`src/logic/test_port_defines.svh`:
```
`ifndef TEST_PORT_DEFINES_SVH
`define TEST_PORT_DEFINES_SVH

// core clock
`define CLK_HZ              200000000
// float-mode entry threshold in port clock edges
`define FLOAT_EDGE_COUNT    6'd33
`define FLOAT_CNT_W         6
// number of device pins whose drivers the float mode takes over
`define NUM_PINS            8
// pin synchroniser reset levels: {ref, rx, shift clock, select_n}
`define SYNC_RESET          4'h1

// forced-transmit control byte layout
`define FORCE_EN_BIT        7
`define FORCE_SEL_HI        3
`define FORCE_SEL_LO        0

// link configuration byte: role toggle bit and role after reset (1 = master)
`define LINK_ROLE_BIT       1
`define LINK_MASTER_RESET   1'b1

// line symbol rate and tone figures
`define BAUD_HZ             80000
`define SYM_TICK_CYCLES     (`CLK_HZ / `BAUD_HZ)
`define SYM_DIV_W           12
`define TONE10K_HZ          10000
`define TONE10K_HALF_SYMS   (`BAUD_HZ / `TONE10K_HZ / 2)
`define TONE40K_HZ          40000
`define TONE40K_HALF_SYMS   (`BAUD_HZ / `TONE40K_HZ / 2)
`define TONE_CNT_W          3

// 2b1q quat codes
`define QUAT_P3             2'h2
`define QUAT_P1             2'h3
`define QUAT_M1             2'h1
`define QUAT_M3             2'h0

// oscillator trim array
`define CAP_W               8
`define CAP_MIN             8'h00
`define CAP_CENTER          8'h80
`define CAP_MAX             8'hff

// trim reference: nominal rate, slowest rate that already counts as overrange
`define REF_NOMINAL_HZ      8000
`define REF_OVERRANGE_HZ    8001
`define REF_STATIC_PERIODS  2
`define REF_NOMINAL_CYCLES  (`CLK_HZ / `REF_NOMINAL_HZ)
`define REF_OVERRANGE_CYCLES (`CLK_HZ / `REF_OVERRANGE_HZ)
`define REF_STATIC_CYCLES   (`REF_STATIC_PERIODS * `REF_NOMINAL_CYCLES)
`define REF_CNT_W           17

// oscillator copies made by phase accumulators
`define ACC_W               24
`define OSC_HZ              20480000
`define CLK4096_HZ          4096000
`define OSC_INC             (64'd16777216 * `OSC_HZ / `CLK_HZ)
`define CLK4096_INC         (64'd16777216 * `CLK4096_HZ / `CLK_HZ)

`endif

```
`src/logic/test_port_pkg.sv`:
```
package test_port_pkg;

  // float-mode entry sequencer
  typedef enum logic [2:0] {
    FLOAT_IDLE  = 3'b001,
    FLOAT_COUNT = 3'b010,
    FLOAT_ON    = 3'b100
  } float_state_t;

  // forced transmit signal selection
  typedef enum logic [3:0] {
    FORCE_SL0      = 4'h0,
    FORCE_SL1      = 4'h1,
    FORCE_SL2      = 4'h2,
    FORCE_SL3      = 4'h3,
    FORCE_SN0      = 4'h4,
    FORCE_TN       = 4'h5,
    FORCE_SN1      = 4'h6,
    FORCE_SN2      = 4'h7,
    FORCE_SN3      = 4'h8,
    FORCE_TONE10K  = 4'h9,
    FORCE_TONE40K  = 4'ha,
    FORCE_ALT_QUAT = 4'hb
  } force_sel_t;

  typedef logic [1:0] quat_t;

endpackage

```
`src/logic/symbol_if.sv`:
```
`timescale 1ns/1ps
`default_nettype none

// carries the symbol-rate strobe and tone selection to the tone source
interface symbol_if;
  logic                     tick;
  test_port_pkg::force_sel_t sel;
  test_port_pkg::quat_t     quat;
  logic                     is_tone;

  modport src  (input tick, input sel, output quat, output is_tone);
  modport sink (output tick, output sel, input quat, input is_tone);
endinterface

`default_nettype wire

```
`src/logic/forced_tone_gen.sv`:
```
`timescale 1ns/1ps
`default_nettype none
`include "test_port_defines.svh"

module forced_tone_gen (
  input  wire logic   i_clk,    // core clock
  input  wire logic   i_reset,  // synchronous reset, active high
  symbol_if.src       sym       // symbol strobe in, quat out
);

  logic [`TONE_CNT_W-1:0] cnt_q;
  logic [`TONE_CNT_W-1:0] cnt_d;
  logic                   phase_q;
  logic                   phase_d;
  logic [`TONE_CNT_W-1:0] half_len;
  logic                   sel_10k;
  logic                   sel_40k;
  logic                   sel_alt;

  // the three locally made signals; the rest come from the framer itself
  assign sel_10k     = (sym.sel == test_port_pkg::FORCE_TONE10K);
  assign sel_40k     = (sym.sel == test_port_pkg::FORCE_TONE40K);
  assign sel_alt     = (sym.sel == test_port_pkg::FORCE_ALT_QUAT);
  assign sym.is_tone = sel_10k | sel_40k | sel_alt;
  assign half_len    = sel_10k ? `TONE_CNT_W'(`TONE10K_HALF_SYMS) : `TONE_CNT_W'(`TONE40K_HALF_SYMS);
  assign cnt_d       = (sel_alt || cnt_q == half_len - `TONE_CNT_W'(1)) ? '0 : cnt_q + `TONE_CNT_W'(1);
  assign phase_d     = (sel_alt || cnt_q == half_len - `TONE_CNT_W'(1)) ? ~phase_q : phase_q;

  // tones swing full scale; alternating quats use the inner levels
  assign sym.quat = sel_alt ? (phase_q ? `QUAT_P1 : `QUAT_M1)
                            : (phase_q ? `QUAT_P3 : `QUAT_M3);

  // advance once per line symbol so the tone frequencies are exact
  always_ff @(posedge i_clk) begin
    if (i_reset) begin
      cnt_q   <= '0;
      phase_q <= 1'b1;
    end else if (sym.tick) begin
      cnt_q   <= cnt_d;
      phase_q <= phase_d;
    end
  end

endmodule // forced_tone_gen

`default_nettype wire

```
`src/logic/transceiver_test_modes.sv`:
```
// Notes on behaviour
// - 33 clock edges, select low, receive high: float
// - float mode disables every output driver
// - select high or receive low leaves float
// - force byte hands framer to controller
// - forced signals: SL, SN, TN, tones, quats
// - network side, deactivated: trim array centered
// - line side, static reference: trim array maximum
// - line side, overrange reference: trim array minimum
// - buffered oscillator copy unless switched off
// - 4096 kHz clock output from oscillator
// - link config bit one toggles master/slave
`timescale 1ns/1ps
`default_nettype none
`include "test_port_defines.svh"

module transceiver_test_modes #(
  parameter int REF_NOMINAL_CYCLES   = `REF_NOMINAL_CYCLES,    // reference period at nominal rate
  parameter int REF_OVERRANGE_CYCLES = `REF_OVERRANGE_CYCLES,  // period at or below which ref is overrange
  parameter int REF_STATIC_CYCLES    = `REF_STATIC_CYCLES      // no edge this long: reference static
) (
  input  wire logic                  i_clk,                 // 200 MHz core clock
  input  wire logic                  i_reset,               // synchronous reset, active high
  input  wire logic                  i_port_select_n,       // control port enable pin, low active
  input  wire logic                  i_port_shift_clock,    // control port clock pin
  input  wire logic                  i_port_receive_in,     // control port receive pin
  input  wire logic                  i_trim_reference_in,   // frequency reference pin
  input  wire logic                  i_network_side_mode,   // 1 network side, 0 line side
  input  wire logic                  i_transceiver_active,  // transceiver activated
  input  wire logic                  i_buffered_osc_off,    // switch off buffered oscillator pin
  input  wire logic [7:0]            i_transmit_force_byte, // forced transmit control byte
  input  wire logic [7:0]            i_link_config_byte,    // link configuration byte
  input  wire logic                  i_link_config_wr,      // config byte write strobe
  input  wire logic [`NUM_PINS-1:0]  i_pin_drive_en,        // core wishes to drive each pin
  input  wire logic [1:0]            i_framer_quat,         // quat from superframe framer
  output logic                       o_all_outputs_float_mode, // float mode active
  output logic [`NUM_PINS-1:0]       o_pin_oe,              // pin output enables
  output logic                       o_force_active,        // framer under controller command
  output logic [3:0]                 o_framer_select,       // signal the framer must make
  output logic [1:0]                 o_tx_quat,             // quat to the line driver
  output logic                       o_tx_oe,               // line driver enable
  output logic [`CAP_W-1:0]          o_cap_array,           // oscillator trim capacitance
  output logic                       o_buffered_osc_out,    // buffered oscillator copy
  output logic                       o_buffered_osc_oe,     // its output enable
  output logic                       o_clk_4096_out,        // 4096 kHz clock
  output logic                       o_clk_4096_oe,         // its output enable
  output logic                       o_tdm_link_master      // 1 master on data link
);

  // ---------------- pin synchronisers ----------------
  logic [3:0] pins_in;
  logic [3:0] sync1_q;
  logic [3:0] sync2_q;
  logic [3:0] sync3_q;
  logic [3:0] filt_q;
  logic [3:0] filt_d;

  assign pins_in = {i_trim_reference_in, i_port_receive_in, i_port_shift_clock, i_port_select_n};

  // three stages per pin; a level is accepted only once stages two and three agree
  localparam logic [3:0] SYNC_RST = `SYNC_RESET;
  genvar gi;
  generate
    for (gi = 0; gi < 4; gi++) begin : g_sync
      assign filt_d[gi] = (sync2_q[gi] == sync3_q[gi]) ? sync3_q[gi] : filt_q[gi];
      always_ff @(posedge i_clk) begin
        if (i_reset) begin
          sync1_q[gi] <= SYNC_RST[gi];
          sync2_q[gi] <= SYNC_RST[gi];
          sync3_q[gi] <= SYNC_RST[gi];
          filt_q[gi]  <= SYNC_RST[gi];
        end else begin
          sync1_q[gi] <= pins_in[gi];
          sync2_q[gi] <= sync1_q[gi];
          sync3_q[gi] <= sync2_q[gi];
          filt_q[gi]  <= filt_d[gi];
        end
      end
    end
  endgenerate

  // ---------------- float mode entry and exit ----------------
  test_port_pkg::float_state_t state_q;
  test_port_pkg::float_state_t state_d;
  logic [`FLOAT_CNT_W-1:0]     edges_q;
  logic [`FLOAT_CNT_W-1:0]     edges_d;
  logic                        shift_rise;
  logic                        armed;

  assign shift_rise = filt_d[1] & ~filt_q[1];
  assign armed      = ~filt_d[0] & filt_d[2];     // select low while receive high

  // any break in the pin pattern drops the partial count, so stray edges never add up
  always_comb begin
    state_d = state_q;
    edges_d = edges_q;
    case (state_q)
      test_port_pkg::FLOAT_IDLE: begin
        edges_d = '0;
        if (armed && shift_rise) begin
          state_d = test_port_pkg::FLOAT_COUNT;
          edges_d = `FLOAT_CNT_W'(1);
        end
      end
      test_port_pkg::FLOAT_COUNT: begin
        if (!armed) begin
          state_d = test_port_pkg::FLOAT_IDLE;
          edges_d = '0;
        end else if (shift_rise) begin
          edges_d = edges_q + `FLOAT_CNT_W'(1);
          if (edges_d == `FLOAT_EDGE_COUNT) begin
            state_d = test_port_pkg::FLOAT_ON;
          end
        end
      end
      test_port_pkg::FLOAT_ON: begin
        if (!armed) begin
          state_d = test_port_pkg::FLOAT_IDLE;
          edges_d = '0;
        end
      end
      default: begin
        state_d = test_port_pkg::FLOAT_IDLE;
        edges_d = '0;
      end
    endcase
  end

  always_ff @(posedge i_clk) begin
    if (i_reset) begin
      state_q <= test_port_pkg::FLOAT_IDLE;
      edges_q <= '0;
    end else begin
      state_q <= state_d;
      edges_q <= edges_d;
    end
  end

  logic floating;
  assign floating = (state_d == test_port_pkg::FLOAT_ON);

  // ---------------- forced transmit ----------------
  symbol_if sym ();
  logic [`SYM_DIV_W-1:0] sym_div_q;
  logic                  sym_tick_q;
  logic                  force_en;
  logic [1:0]            tx_quat_d;

  assign force_en = i_transmit_force_byte[`FORCE_EN_BIT];
  assign sym.sel  = test_port_pkg::force_sel_t'(i_transmit_force_byte[`FORCE_SEL_HI:`FORCE_SEL_LO]);
  assign sym.tick = sym_tick_q;

  // one-cycle strobe at the line symbol rate
  always_ff @(posedge i_clk) begin
    if (i_reset) begin
      sym_div_q  <= '0;
      sym_tick_q <= 1'b0;
    end else begin
      sym_tick_q <= (sym_div_q == `SYM_DIV_W'(`SYM_TICK_CYCLES - 1));
      sym_div_q  <= (sym_div_q == `SYM_DIV_W'(`SYM_TICK_CYCLES - 1)) ? '0 : sym_div_q + `SYM_DIV_W'(1);
    end
  end

  forced_tone_gen u_tone (
    .i_clk   (i_clk),
    .i_reset (i_reset),
    .sym     (sym.src)
  );

  // forced signals ignore the receiver entirely; tones and alternating quats come from here, line codes from the framer
  assign tx_quat_d = (force_en && sym.is_tone) ? sym.quat : i_framer_quat;

  always_ff @(posedge i_clk) begin
    if (i_reset) begin
      o_force_active  <= 1'b0;
      o_framer_select <= 4'h0;
      o_tx_quat       <= `QUAT_M3;
    end else begin
      o_force_active  <= force_en;
      o_framer_select <= sym.sel;
      o_tx_quat       <= tx_quat_d;
    end
  end

  // ---------------- oscillator trim loop ----------------
  logic [`REF_CNT_W-1:0] ref_cnt_q;
  logic                  ref_rise;
  logic                  ref_static;
  logic                  ref_fast;
  logic                  ref_slow;
  logic [`CAP_W-1:0]     cap_d;

  assign ref_rise   = filt_d[3] & ~filt_q[3];
  assign ref_static = (ref_cnt_q >= `REF_CNT_W'(REF_STATIC_CYCLES));
  assign ref_fast   = (ref_cnt_q <= `REF_CNT_W'(REF_OVERRANGE_CYCLES));
  assign ref_slow   = (ref_cnt_q > `REF_CNT_W'(REF_NOMINAL_CYCLES));

  // a slow reference asks for a slower oscillator: more capacitance, and the reverse
  always_comb begin
    cap_d = o_cap_array;
    if (i_network_side_mode) begin
      if (!i_transceiver_active) begin
        cap_d = `CAP_CENTER;
      end
    end else if (ref_static) begin
      cap_d = `CAP_MAX;
    end else if (ref_rise) begin
      if (ref_fast) begin
        cap_d = `CAP_MIN;
      end else if (ref_slow && o_cap_array != `CAP_MAX) begin
        cap_d = o_cap_array + `CAP_W'(1);
      end else if (!ref_slow && o_cap_array != `CAP_MIN) begin
        cap_d = o_cap_array - `CAP_W'(1);
      end
    end
  end

  // period counter saturates so a stuck reference holds the static verdict
  always_ff @(posedge i_clk) begin
    if (i_reset) begin
      ref_cnt_q   <= '0;
      o_cap_array <= `CAP_CENTER;
    end else begin
      ref_cnt_q   <= ref_rise ? '0 : (ref_static ? ref_cnt_q : ref_cnt_q + `REF_CNT_W'(1));
      o_cap_array <= cap_d;
    end
  end

  // ---------------- oscillator copies ----------------
  logic [`ACC_W-1:0] osc_acc_q;
  logic [`ACC_W-1:0] c4096_acc_q;

  // phase accumulators: edge jitter is one core cycle, average rate slightly low from the truncated increment
  always_ff @(posedge i_clk) begin
    if (i_reset) begin
      osc_acc_q   <= '0;
      c4096_acc_q <= '0;
    end else begin
      osc_acc_q   <= osc_acc_q + `ACC_W'(`OSC_INC);
      c4096_acc_q <= c4096_acc_q + `ACC_W'(`CLK4096_INC);
    end
  end

  // ---------------- link role ----------------
  always_ff @(posedge i_clk) begin
    if (i_reset) begin
      o_tdm_link_master <= `LINK_MASTER_RESET;
    end else if (i_link_config_wr && i_link_config_byte[`LINK_ROLE_BIT]) begin
      o_tdm_link_master <= ~o_tdm_link_master;
    end
  end

  // ---------------- pin drivers, all silenced by float mode ----------------
  always_ff @(posedge i_clk) begin
    if (i_reset) begin
      o_all_outputs_float_mode <= 1'b0;
      o_pin_oe                 <= '0;
      o_tx_oe                  <= 1'b0;
      o_buffered_osc_out       <= 1'b0;
      o_buffered_osc_oe        <= 1'b0;
      o_clk_4096_out           <= 1'b0;
      o_clk_4096_oe            <= 1'b0;
    end else begin
      o_all_outputs_float_mode <= floating;
      o_pin_oe                 <= floating ? '0 : i_pin_drive_en;
      o_tx_oe                  <= ~floating;
      o_buffered_osc_out       <= osc_acc_q[`ACC_W-1];
      o_buffered_osc_oe        <= ~floating & ~i_buffered_osc_off;
      o_clk_4096_out           <= c4096_acc_q[`ACC_W-1];
      o_clk_4096_oe            <= ~floating;
    end
  end

endmodule // transceiver_test_modes

`default_nettype wire

```
`config.mk`:
```
export PLATFORM = sky130hd
export DESIGN_NAME = transceiver_test_modes
export DESIGN_NICKNAME = d
export VERILOG_FILES = /design/src/logic/test_port_pkg.sv /design/src/logic/symbol_if.sv /design/src/logic/forced_tone_gen.sv /design/src/logic/transceiver_test_modes.sv
export VERILOG_INCLUDE_DIRS = /design/src /design/src/logic
export SDC_FILE = /design/constraint.sdc
export NUM_CORES = 1
export LEC_CHECK = 0
export BUFFER_PORTS_ARGS = -buffer_cell sky130_fd_sc_hd__buf_2
export CAP_MARGIN = 20
export CORE_MARGIN = 2
export CORE_UTILIZATION = 36
export CTS_CLUSTER_DIAMETER = 50
export CTS_CLUSTER_SIZE = 8
export DETAILED_ROUTE_END_ITERATION = 10
export SLEW_MARGIN = 0
export SYNTH_ARGS = -nofsm -noshare
export SYNTH_HDL_FRONTEND = slang
export SYNTH_SLANG_ARGS = --single-unit
```
`constraint.sdc`:
```
create_clock -name i_clk -period 2.9 [get_ports i_clk]
set_input_delay 0.29 -clock i_clk [delete_from_list [all_inputs] [get_ports i_clk]]
set_output_delay 0.29 -clock i_clk [all_outputs]
set_load 0.01 [all_outputs]
```
### Word-level counts from Yosys, hierarchy flattened

Index checks and enable logic that the tools add are counted.

* register bits: 136
* input port bits: 36
* output and inout port bits: 30

* add/subtract/negate cells: 9
* order comparisons: 3
* equal/unequal tests: 18
* muxes and demuxes: 28
* bitwise logic cells: 13
* reduce and logical (&&, ||, !) cells: 16

Operator list (number)
* 2-to-1 mux 8 bit: 7
* adder 24 x 19 -> 24 bit (second input constant): 1
* adder 24 x 21 -> 24 bit (second input constant): 1
* 2-to-1 mux 3 bit: 7
* 2-to-1 mux 6 bit: 3
* one-hot mux 6 bit (3 select lines): 1
* adder 17 x 1 -> 17 bit (second input constant): 1
* >= comparator 17 x 16 -> 1 bit (second input constant): 1
* > comparator 17 x 15 -> 1 bit (second input constant): 1
* less-or-equal comparator 17 x 15 -> 1 bit (second input constant): 1
* adder 12 x 1 -> 12 bit (second input constant): 1
* == test 12 bit (second input constant): 1
* == test 4 bit (second input constant): 3
* one-hot mux 3 bit (3 select lines): 1
* adder 8 x 1 -> 8 bit (second input constant): 1
* 2-to-1 mux 2 bit: 4
* != test 8 bit (second input constant): 1
* nonzero test 8 bit: 1
* subtractor 8 x 1 -> 8 bit (second input constant): 1
* NOT 1 bit: 7
* adder 6 x 1 -> 6 bit (second input constant): 1
* == test 3 bit (second input constant): 2
* == test 6 bit (second input constant): 1
* OR reduction 2 bit: 3
* 18 further kinds: 35

### Depth between registers and ports, before layout

* depth in word-level cells: 10
* depth in mapped cells: 15
* gate-level depth less buffers: 15

### Cells and area by module

From an unflattened synthesis, not the netlist that was laid out.

* cells, all modules: 664
* area total of the unflattened synthesis: 5964.5 um2

Modules (own cells, without submodules)
* transceiver_test_modes: instances 1, cells each 636, area each 5701.7 um2
* forced_tone_gen: instances 1, cells each 28, area each 262.8 um2

### Worst setup path after synthesis

OpenSTA, ideal clock, no wires.

* path kind: reg-to-reg
* start point: reg ref_cnt_q[0]
* end point: reg o_cap_array[7]
* library setup time: 0.081 ns
* arrival: 2.580 ns
* required time: 2.819 ns
* setup slack: 0.240 ns
* stages on the path, launching flop included: 15
* path through: dfxtp_1 -> inv_1 -> ha_1 -> nor2b_1 -> o21ai_1 -> a21o_1 -> nand2_1 -> ha_1 -> nand3_1 -> o211ai_1 -> nor4_1 -> nor3_1 -> xor2_1 -> nand2_1 -> a41oi_1

* cells in the longest elaborated chain, start to end: 7

RTL lines
* start, declared: RTL line transceiver_test_modes.sv:186 `` logic [`REF_CNT_W-1:0] ref_cnt_q; ``
* start signal, assigned: RTL line transceiver_test_modes.sv:224 `` ref_cnt_q <= ref_rise ? '0 : (ref_static ? ref_cnt_q : ref_cnt_q + `REF_CNT_W'(1)); ``
* > comparator 17 x 15 -> 1 bit: RTL line transceiver_test_modes.sv:196 `` assign ref_slow = (ref_cnt_q > `REF_CNT_W'(REF_NOMINAL_CYCLES)); ``
* logical AND 1 bit (no source line)
* 2-to-1 mux 8 bit: RTL line transceiver_test_modes.sv:210 `` end else if (ref_slow && o_cap_array != `CAP_MAX) begin ``
* 2-to-1 mux 8 bit: RTL line transceiver_test_modes.sv:208 `if (ref_fast) begin`
* 2-to-1 mux 8 bit: RTL line transceiver_test_modes.sv:207 `end else if (ref_rise) begin`
* 2-to-1 mux 8 bit: RTL line transceiver_test_modes.sv:205 `end else if (ref_static) begin`
* 2-to-1 mux 8 bit: RTL line transceiver_test_modes.sv:201 `if (i_network_side_mode) begin`
* end signal, assigned: RTL line transceiver_test_modes.sv:222 `` o_cap_array <= `CAP_CENTER; ``
* end signal, assigned: RTL line transceiver_test_modes.sv:225 `o_cap_array <= cap_d;`
* end, declared: RTL line transceiver_test_modes.sv:42 `` output logic [`CAP_W-1:0] o_cap_array, ``

Parallel ways exist; a longest one is shown, timed or not. The select of a mux whose other input is x is not followed.
A chain may end at the register's enable or synchronous reset.

### Worst setup path in the final report

* start point: reg o_cap_array[4]
* end point: reg o_cap_array[6]

* cells in the longest elaborated chain, start to end: 7

RTL lines (RTL line)
* subtractor 8 x 1 -> 8 bit or != test 8 bit (tied branches)
* 2-to-1 mux 8 bit or logical AND 1 bit (tied branches)
* 2-to-1 mux 8 bit: transceiver_test_modes.sv:210
* 2-to-1 mux 8 bit: transceiver_test_modes.sv:208
* 2-to-1 mux 8 bit: transceiver_test_modes.sv:207
* 2-to-1 mux 8 bit: transceiver_test_modes.sv:205
* 2-to-1 mux 8 bit: transceiver_test_modes.sv:201

Parallel ways exist; a longest one is shown, timed or not. The select of a mux whose other input is x is not followed.

==> results.tsv <==
stage	metric	value	unit
outcome	status	finished, final reports clean	
route	final WL	11.41	mm
worst_setup_path	CP Buf/Inv Count	1	
synth	Netlist Area Pre-Place	0.005859	sq mm
die	Die Y	131.6	um
finish	area delta synth->final	19.67	%
placed_design	area post-placement	0.006374	sq mm
worst_setup_path	slowest CP cell	or4_4	
cts	Sink Count	135	
worst_setup_path	terminus of the critical flop-to-flop path	o_cap_array[6]$_SDFFE_PP0P_	
worst_setup_path	CP delay by family, top	simple AND/OR/NAND/NOR gates	
synth	Yosys reg bits	135	
route	DRT Pass-1 Iters	6	
timing	Slew Limit Fails	0	
worst_setup_path	Reg2Reg Depth	12	
cts	clock transition at the registers of the reported paths	0.06	ns
finish	Final Util	44.14	%
timing	Clock Skew	0.008671	ns
die	Ports	66	
worst_setup_path	Arr. time, crit path	3.02	ns
die	row cnt	46	
finish	# fillers	1551	
finish	diode count	0	
synth	Post-synth ARST share	0	%
timing	actual slew at the worst max-slew pin	0.6857	ns
timing	period utilization	93.90	%
cts	post-CTS setup buffer count	0	
global_routing	first-pass GRT wire length	19.20	mm
die	die width	131.6	um
cts	CTS tree	done	
global_routing	GR Overflow Total	0	
cts	CTS buffer count	17	
worst_setup_path	CP Class	reg2reg	
power	Tot Pwr	4.745	mW
die	die area	0.01731	sq mm
worst_setup_path	Startpoint Class	flip-flop	
finish	layout cells sized above 1	16.28	%
route	via count	4595	
finish	nets	769	
synth	number of flops mapped to enable cells by yosys	0	
route	vias per cell	4.852	
die	Initial Util	36.89	%
worst_hold_path	Hold Path Class	in2reg	
power	Leakage Power	2.849	nW
placed_design	global placer's final weighted congestion	0.8233	
worst_setup_path	Crit path top cell by count	a21oi_1	
worst_setup_path	Crit path largest cell delay	0.55	ns
cts	H-tree levels	4	
cts	Root Driver	clkbuf_16	
synth	prevailing post-synth register cell	dfxtp_1	
job	Max Cap Viol	0	
global_routing	number of global-route vias before repair	4316	
timing	max frequency	0.3672	GHz
synth	cell count after synthesis	655	
timing	Slew HR	54.29	%
cts	clk_lat worst skew	0.42	ns
timing	Final Hold Fails	0	
worst_hold_path	Hold Startpoint	i_port_select_n	
worst_setup_path	Critical Path RT	3.20	ns
worst_setup_path	CP Max Fanout	7	
die	core area	0.01589	sq mm
global_routing	largest net degree at the start of global routing	38	
synth	register area share after synthesis	46.12	%
synth	Synth Warn #	0	
placed_design	port bufs	55	
route	1st-iter DRT viols	161	
timing	minimum clock period	2.723	ns
route	post-route antenna net violation count	0	
timing	Final Setup Violations	0	
worst_setup_path	Worst R2R Start	o_cap_array[4]$_SDFFE_PP0P_	
synth	Synth Net Count	706	
worst_hold_path	hold worst-path end	sync1_q[0]$_SDFF_PP1_	
worst_setup_path	CP cell instances	nand4_1 > or4_4 > nand2_4 > inv_1 > fa_1 > nor2b_1 > nor3_1 > o21bai_1 > a21oi_1 > xnor2_1 > a21oi_1 > o2bb2ai_1	
worst_setup_path	Reg2Reg Setup Slack	0.18	ns
power	VDD IR max	0.3557	mV
global_routing	initial antenna violation count	0	
route	drt wl/cell	12.05	um
cts	Clock Path Buffers	2	
synth	Mean Syn Cell Area	8.946	sq um
synth	Synth cell types	59	
route	# DRC	0	
placed_design	hpwl dp	7.972	mm
finish	final instance area	0.007012	sq mm
timing	Hold Slack	0.04596	ns
power	pwr/cell area	676.7	mW/mm^2
global_routing	All-Layer GR Usage	13.46	%
worst_setup_path	critical path endpoint category	flip-flop	
worst_hold_path	Worst Hold Depth	2	
==> cells in the mapped netlist, types with 5 or more instances <==
| cell type | count | area share, % |
|---|---|---|
| a31oi_1 | 6 | 0.64 |
| nand2b_1 | 5 | 0.53 |
| and2_1 | 11 | 1.2 |
| inv_1 | 16 | 1.0 |
| nor3b_1 | 5 | 0.64 |
| nor2_1 | 104 | 6.7 |
| o21bai_1 | 5 | 0.64 |
| nor3_1 | 14 | 1.2 |
| xor2_1 | 35 | 5.2 |
| and3_1 | 12 | 1.3 |
| ha_1 | 14 | 3.0 |
| xnor2_1 | 33 | 4.9 |
| o21ai_0 | 14 | 1.2 |
| a21o_1 | 6 | 0.77 |
| a21oi_1 | 37 | 3.2 |
| clkbuf_1 | 11 | 0.70 |
| nand3_1 | 22 | 1.9 |
| o211ai_1 | 5 | 0.64 |
| o2bb2ai_1 | 8 | 1.2 |
| o21ai_1 | 8 | 0.68 |
| or3_1 | 5 | 0.53 |
| nor2b_1 | 27 | 2.9 |
| nand2_1 | 44 | 2.8 |
| dfxtp_1 | 135 | 46 |
| nor4_1 | 6 | 0.64 |
| nand4_1 | 10 | 1.1 |
==> worst register-to-register path: stages (launching register included) <==
cell,delay [ns]
dfxtp_1,0.44
nand4_1,0.12
or4_4,0.55
nand2_4,0.17
inv_1,0.08
fa_1,0.42
nor2b_1,0.18
nor3_1,0.09
o21bai_1,0.15
a21oi_1,0.09
xnor2_1,0.13
a21oi_1,0.14
o2bb2ai_1,0.07
==> stage by stage <==
stage,setup slack (ns),TNS (ns),std cells
floorplan,0.2396,0,655
global placement,0.1639,0,914
detailed placement,0.04982,0,914
CTS,0.04165,0,947
global route,-0.0003728,-0.0003728,947
finish,0.1769,0,947
==> registers in the layout (all words and copies together) (netlist names) <==
name and cells:
sync3_q 4, edges_q 6, ref_cnt_q 17, osc_acc_q 23
o_clk_4096_oe 1, o_buffered_osc_oe 1, filt_q 4, u_tone.phase_q 1
u_tone.cnt_q 3, o_clk_4096_out 1, sym.tick 1, o_force_active 1
o_tdm_link_master 1, o_framer_select 4, o_cap_array 8, o_buffered_osc_out 1
o_pin_oe 8, sync1_q 4, sym_div_q 12, o_all_outputs_float_mode 1
state_q 3, sync2_q 4, o_tx_quat 2, c4096_acc_q 24
==> final cells by class <==
cell class	instances	area (sq um)	area share, %
Clock buffer	19	452.9	6.460
Clock inverter	13	118.9	1.695
Inverter	16	60.06	0.8565
Multi-Input combinational cell	486	3077	43.88
Sequential cell	135	2703	38.54
Tap cell	216	270.3	3.854
Timing Repair Buffer	62	330.3	4.711
==> metal layers <==
layer | vias up | GRT usage, % | wire length (um)
met5 | - | 0 | 0
met4 | 0 | 6.039 | 220
met3 | 16 | 3.665 | 328
met2 | 52 | 23.50 | 5499
met1 | 2160 | 15.33 | 5359
li1 | 2367 | - | -
==> logic make-up (layout without fill, tap and decap cells) <==
| group | after synthesis | count (layout) | synth area share (%) |
|---|---|---|---|
| simple gates | 282 | 282 | 23.85 |
| flops | 135 | 135 | 46.12 |
| compound gates | 117 | 117 | 13.52 |
| xor+xnor | 68 | 68 | 10.16 |
| buf+inv | 34 | 110 | 2.328 |
| fa+ha+maj | 15 | 15 | 3.331 |
| mux | 4 | 4 | 0.6833 |
==> cell usage in the layout (no fill, tap or decap), types with 3 or more instances in the layout <==
| cell | count |
|---|---|
| o21ai_0 | 14 |
| nor2_1 | 104 |
| mux2i_1 | 4 |
| or2_2 | 4 |
| xnor2_1 | 33 |
| clkbuf_16 | 17 |
| o21ai_1 | 8 |
| clkinvlp_4 | 4 |
| and2_1 | 11 |
| ha_1 | 11 |
| nand2b_1 | 5 |
| o211ai_1 | 5 |
| ha_4 | 3 |
| nor3_1 | 13 |
| o21a_1 | 4 |
| and3_1 | 12 |
| buf_2 | 55 |
| inv_1 | 16 |
| dfxtp_1 | 135 |
| inv_6 | 4 |
| or3_1 | 5 |
| nand2_1 | 43 |
| a31oi_1 | 6 |
| xor2_1 | 35 |
| buf_4 | 6 |
| o2bb2ai_1 | 8 |
| a21oi_1 | 37 |
| a22oi_1 | 3 |
| o21bai_1 | 5 |
| a41oi_1 | 3 |
| nor2b_1 | 27 |
| clkinv_2 | 3 |
| nand3_1 | 22 |
| nand4_1 | 10 |
| nor4_1 | 5 |
| nor3b_1 | 5 |
| a21o_1 | 6 |
==> worst max path at each step <==
| stage | start | endpoint | slack [ns] | cells past startpoint |
|---|---|---|---|---|
| after floorplan | ref_cnt_q[0]$_SDFFE_PP0P_ | o_cap_array[7]$_SDFFE_PP1P_ | 0.24 | 14 |
| after global placement | ref_cnt_q[0]$_SDFFE_PP0P_ | o_cap_array[7]$_SDFFE_PP1P_ | 0.16 | 14 |
| after detailed placement | ref_cnt_q[0]$_SDFFE_PP0P_ | o_cap_array[7]$_SDFFE_PP1P_ | 0.05 | 14 |
| after CTS | ref_cnt_q[0]$_SDFFE_PP0P_ | o_cap_array[7]$_SDFFE_PP1P_ | 0.04 | 14 |
| after global routing | o_cap_array[4]$_SDFFE_PP0P_ | o_cap_array[6]$_SDFFE_PP0P_ | -0.0004 | 12 |
| final | o_cap_array[4]$_SDFFE_PP0P_ | o_cap_array[6]$_SDFFE_PP0P_ | 0.18 | 12 |
==> report_power, final <==
| part | leakage, nW | switching (mW) | internal [mW] |
|---|---|---|---|
| clock | 0.273 | 0.815 | 1.23 |
| combinational | 1.47 | 0.271 | 0.258 |
| sequential | 1.11 | 0.158 | 2.01 |
| total | 2.85 | 1.24 | 3.50 |
==> timing repair <==
item	CTS	global route
hold endpoints to repair	1	0
hold buffers	1	0
setup endpoints to repair	0	2
resized for setup	0	7
Note: power is estimated with default switching activity, not from simulation.
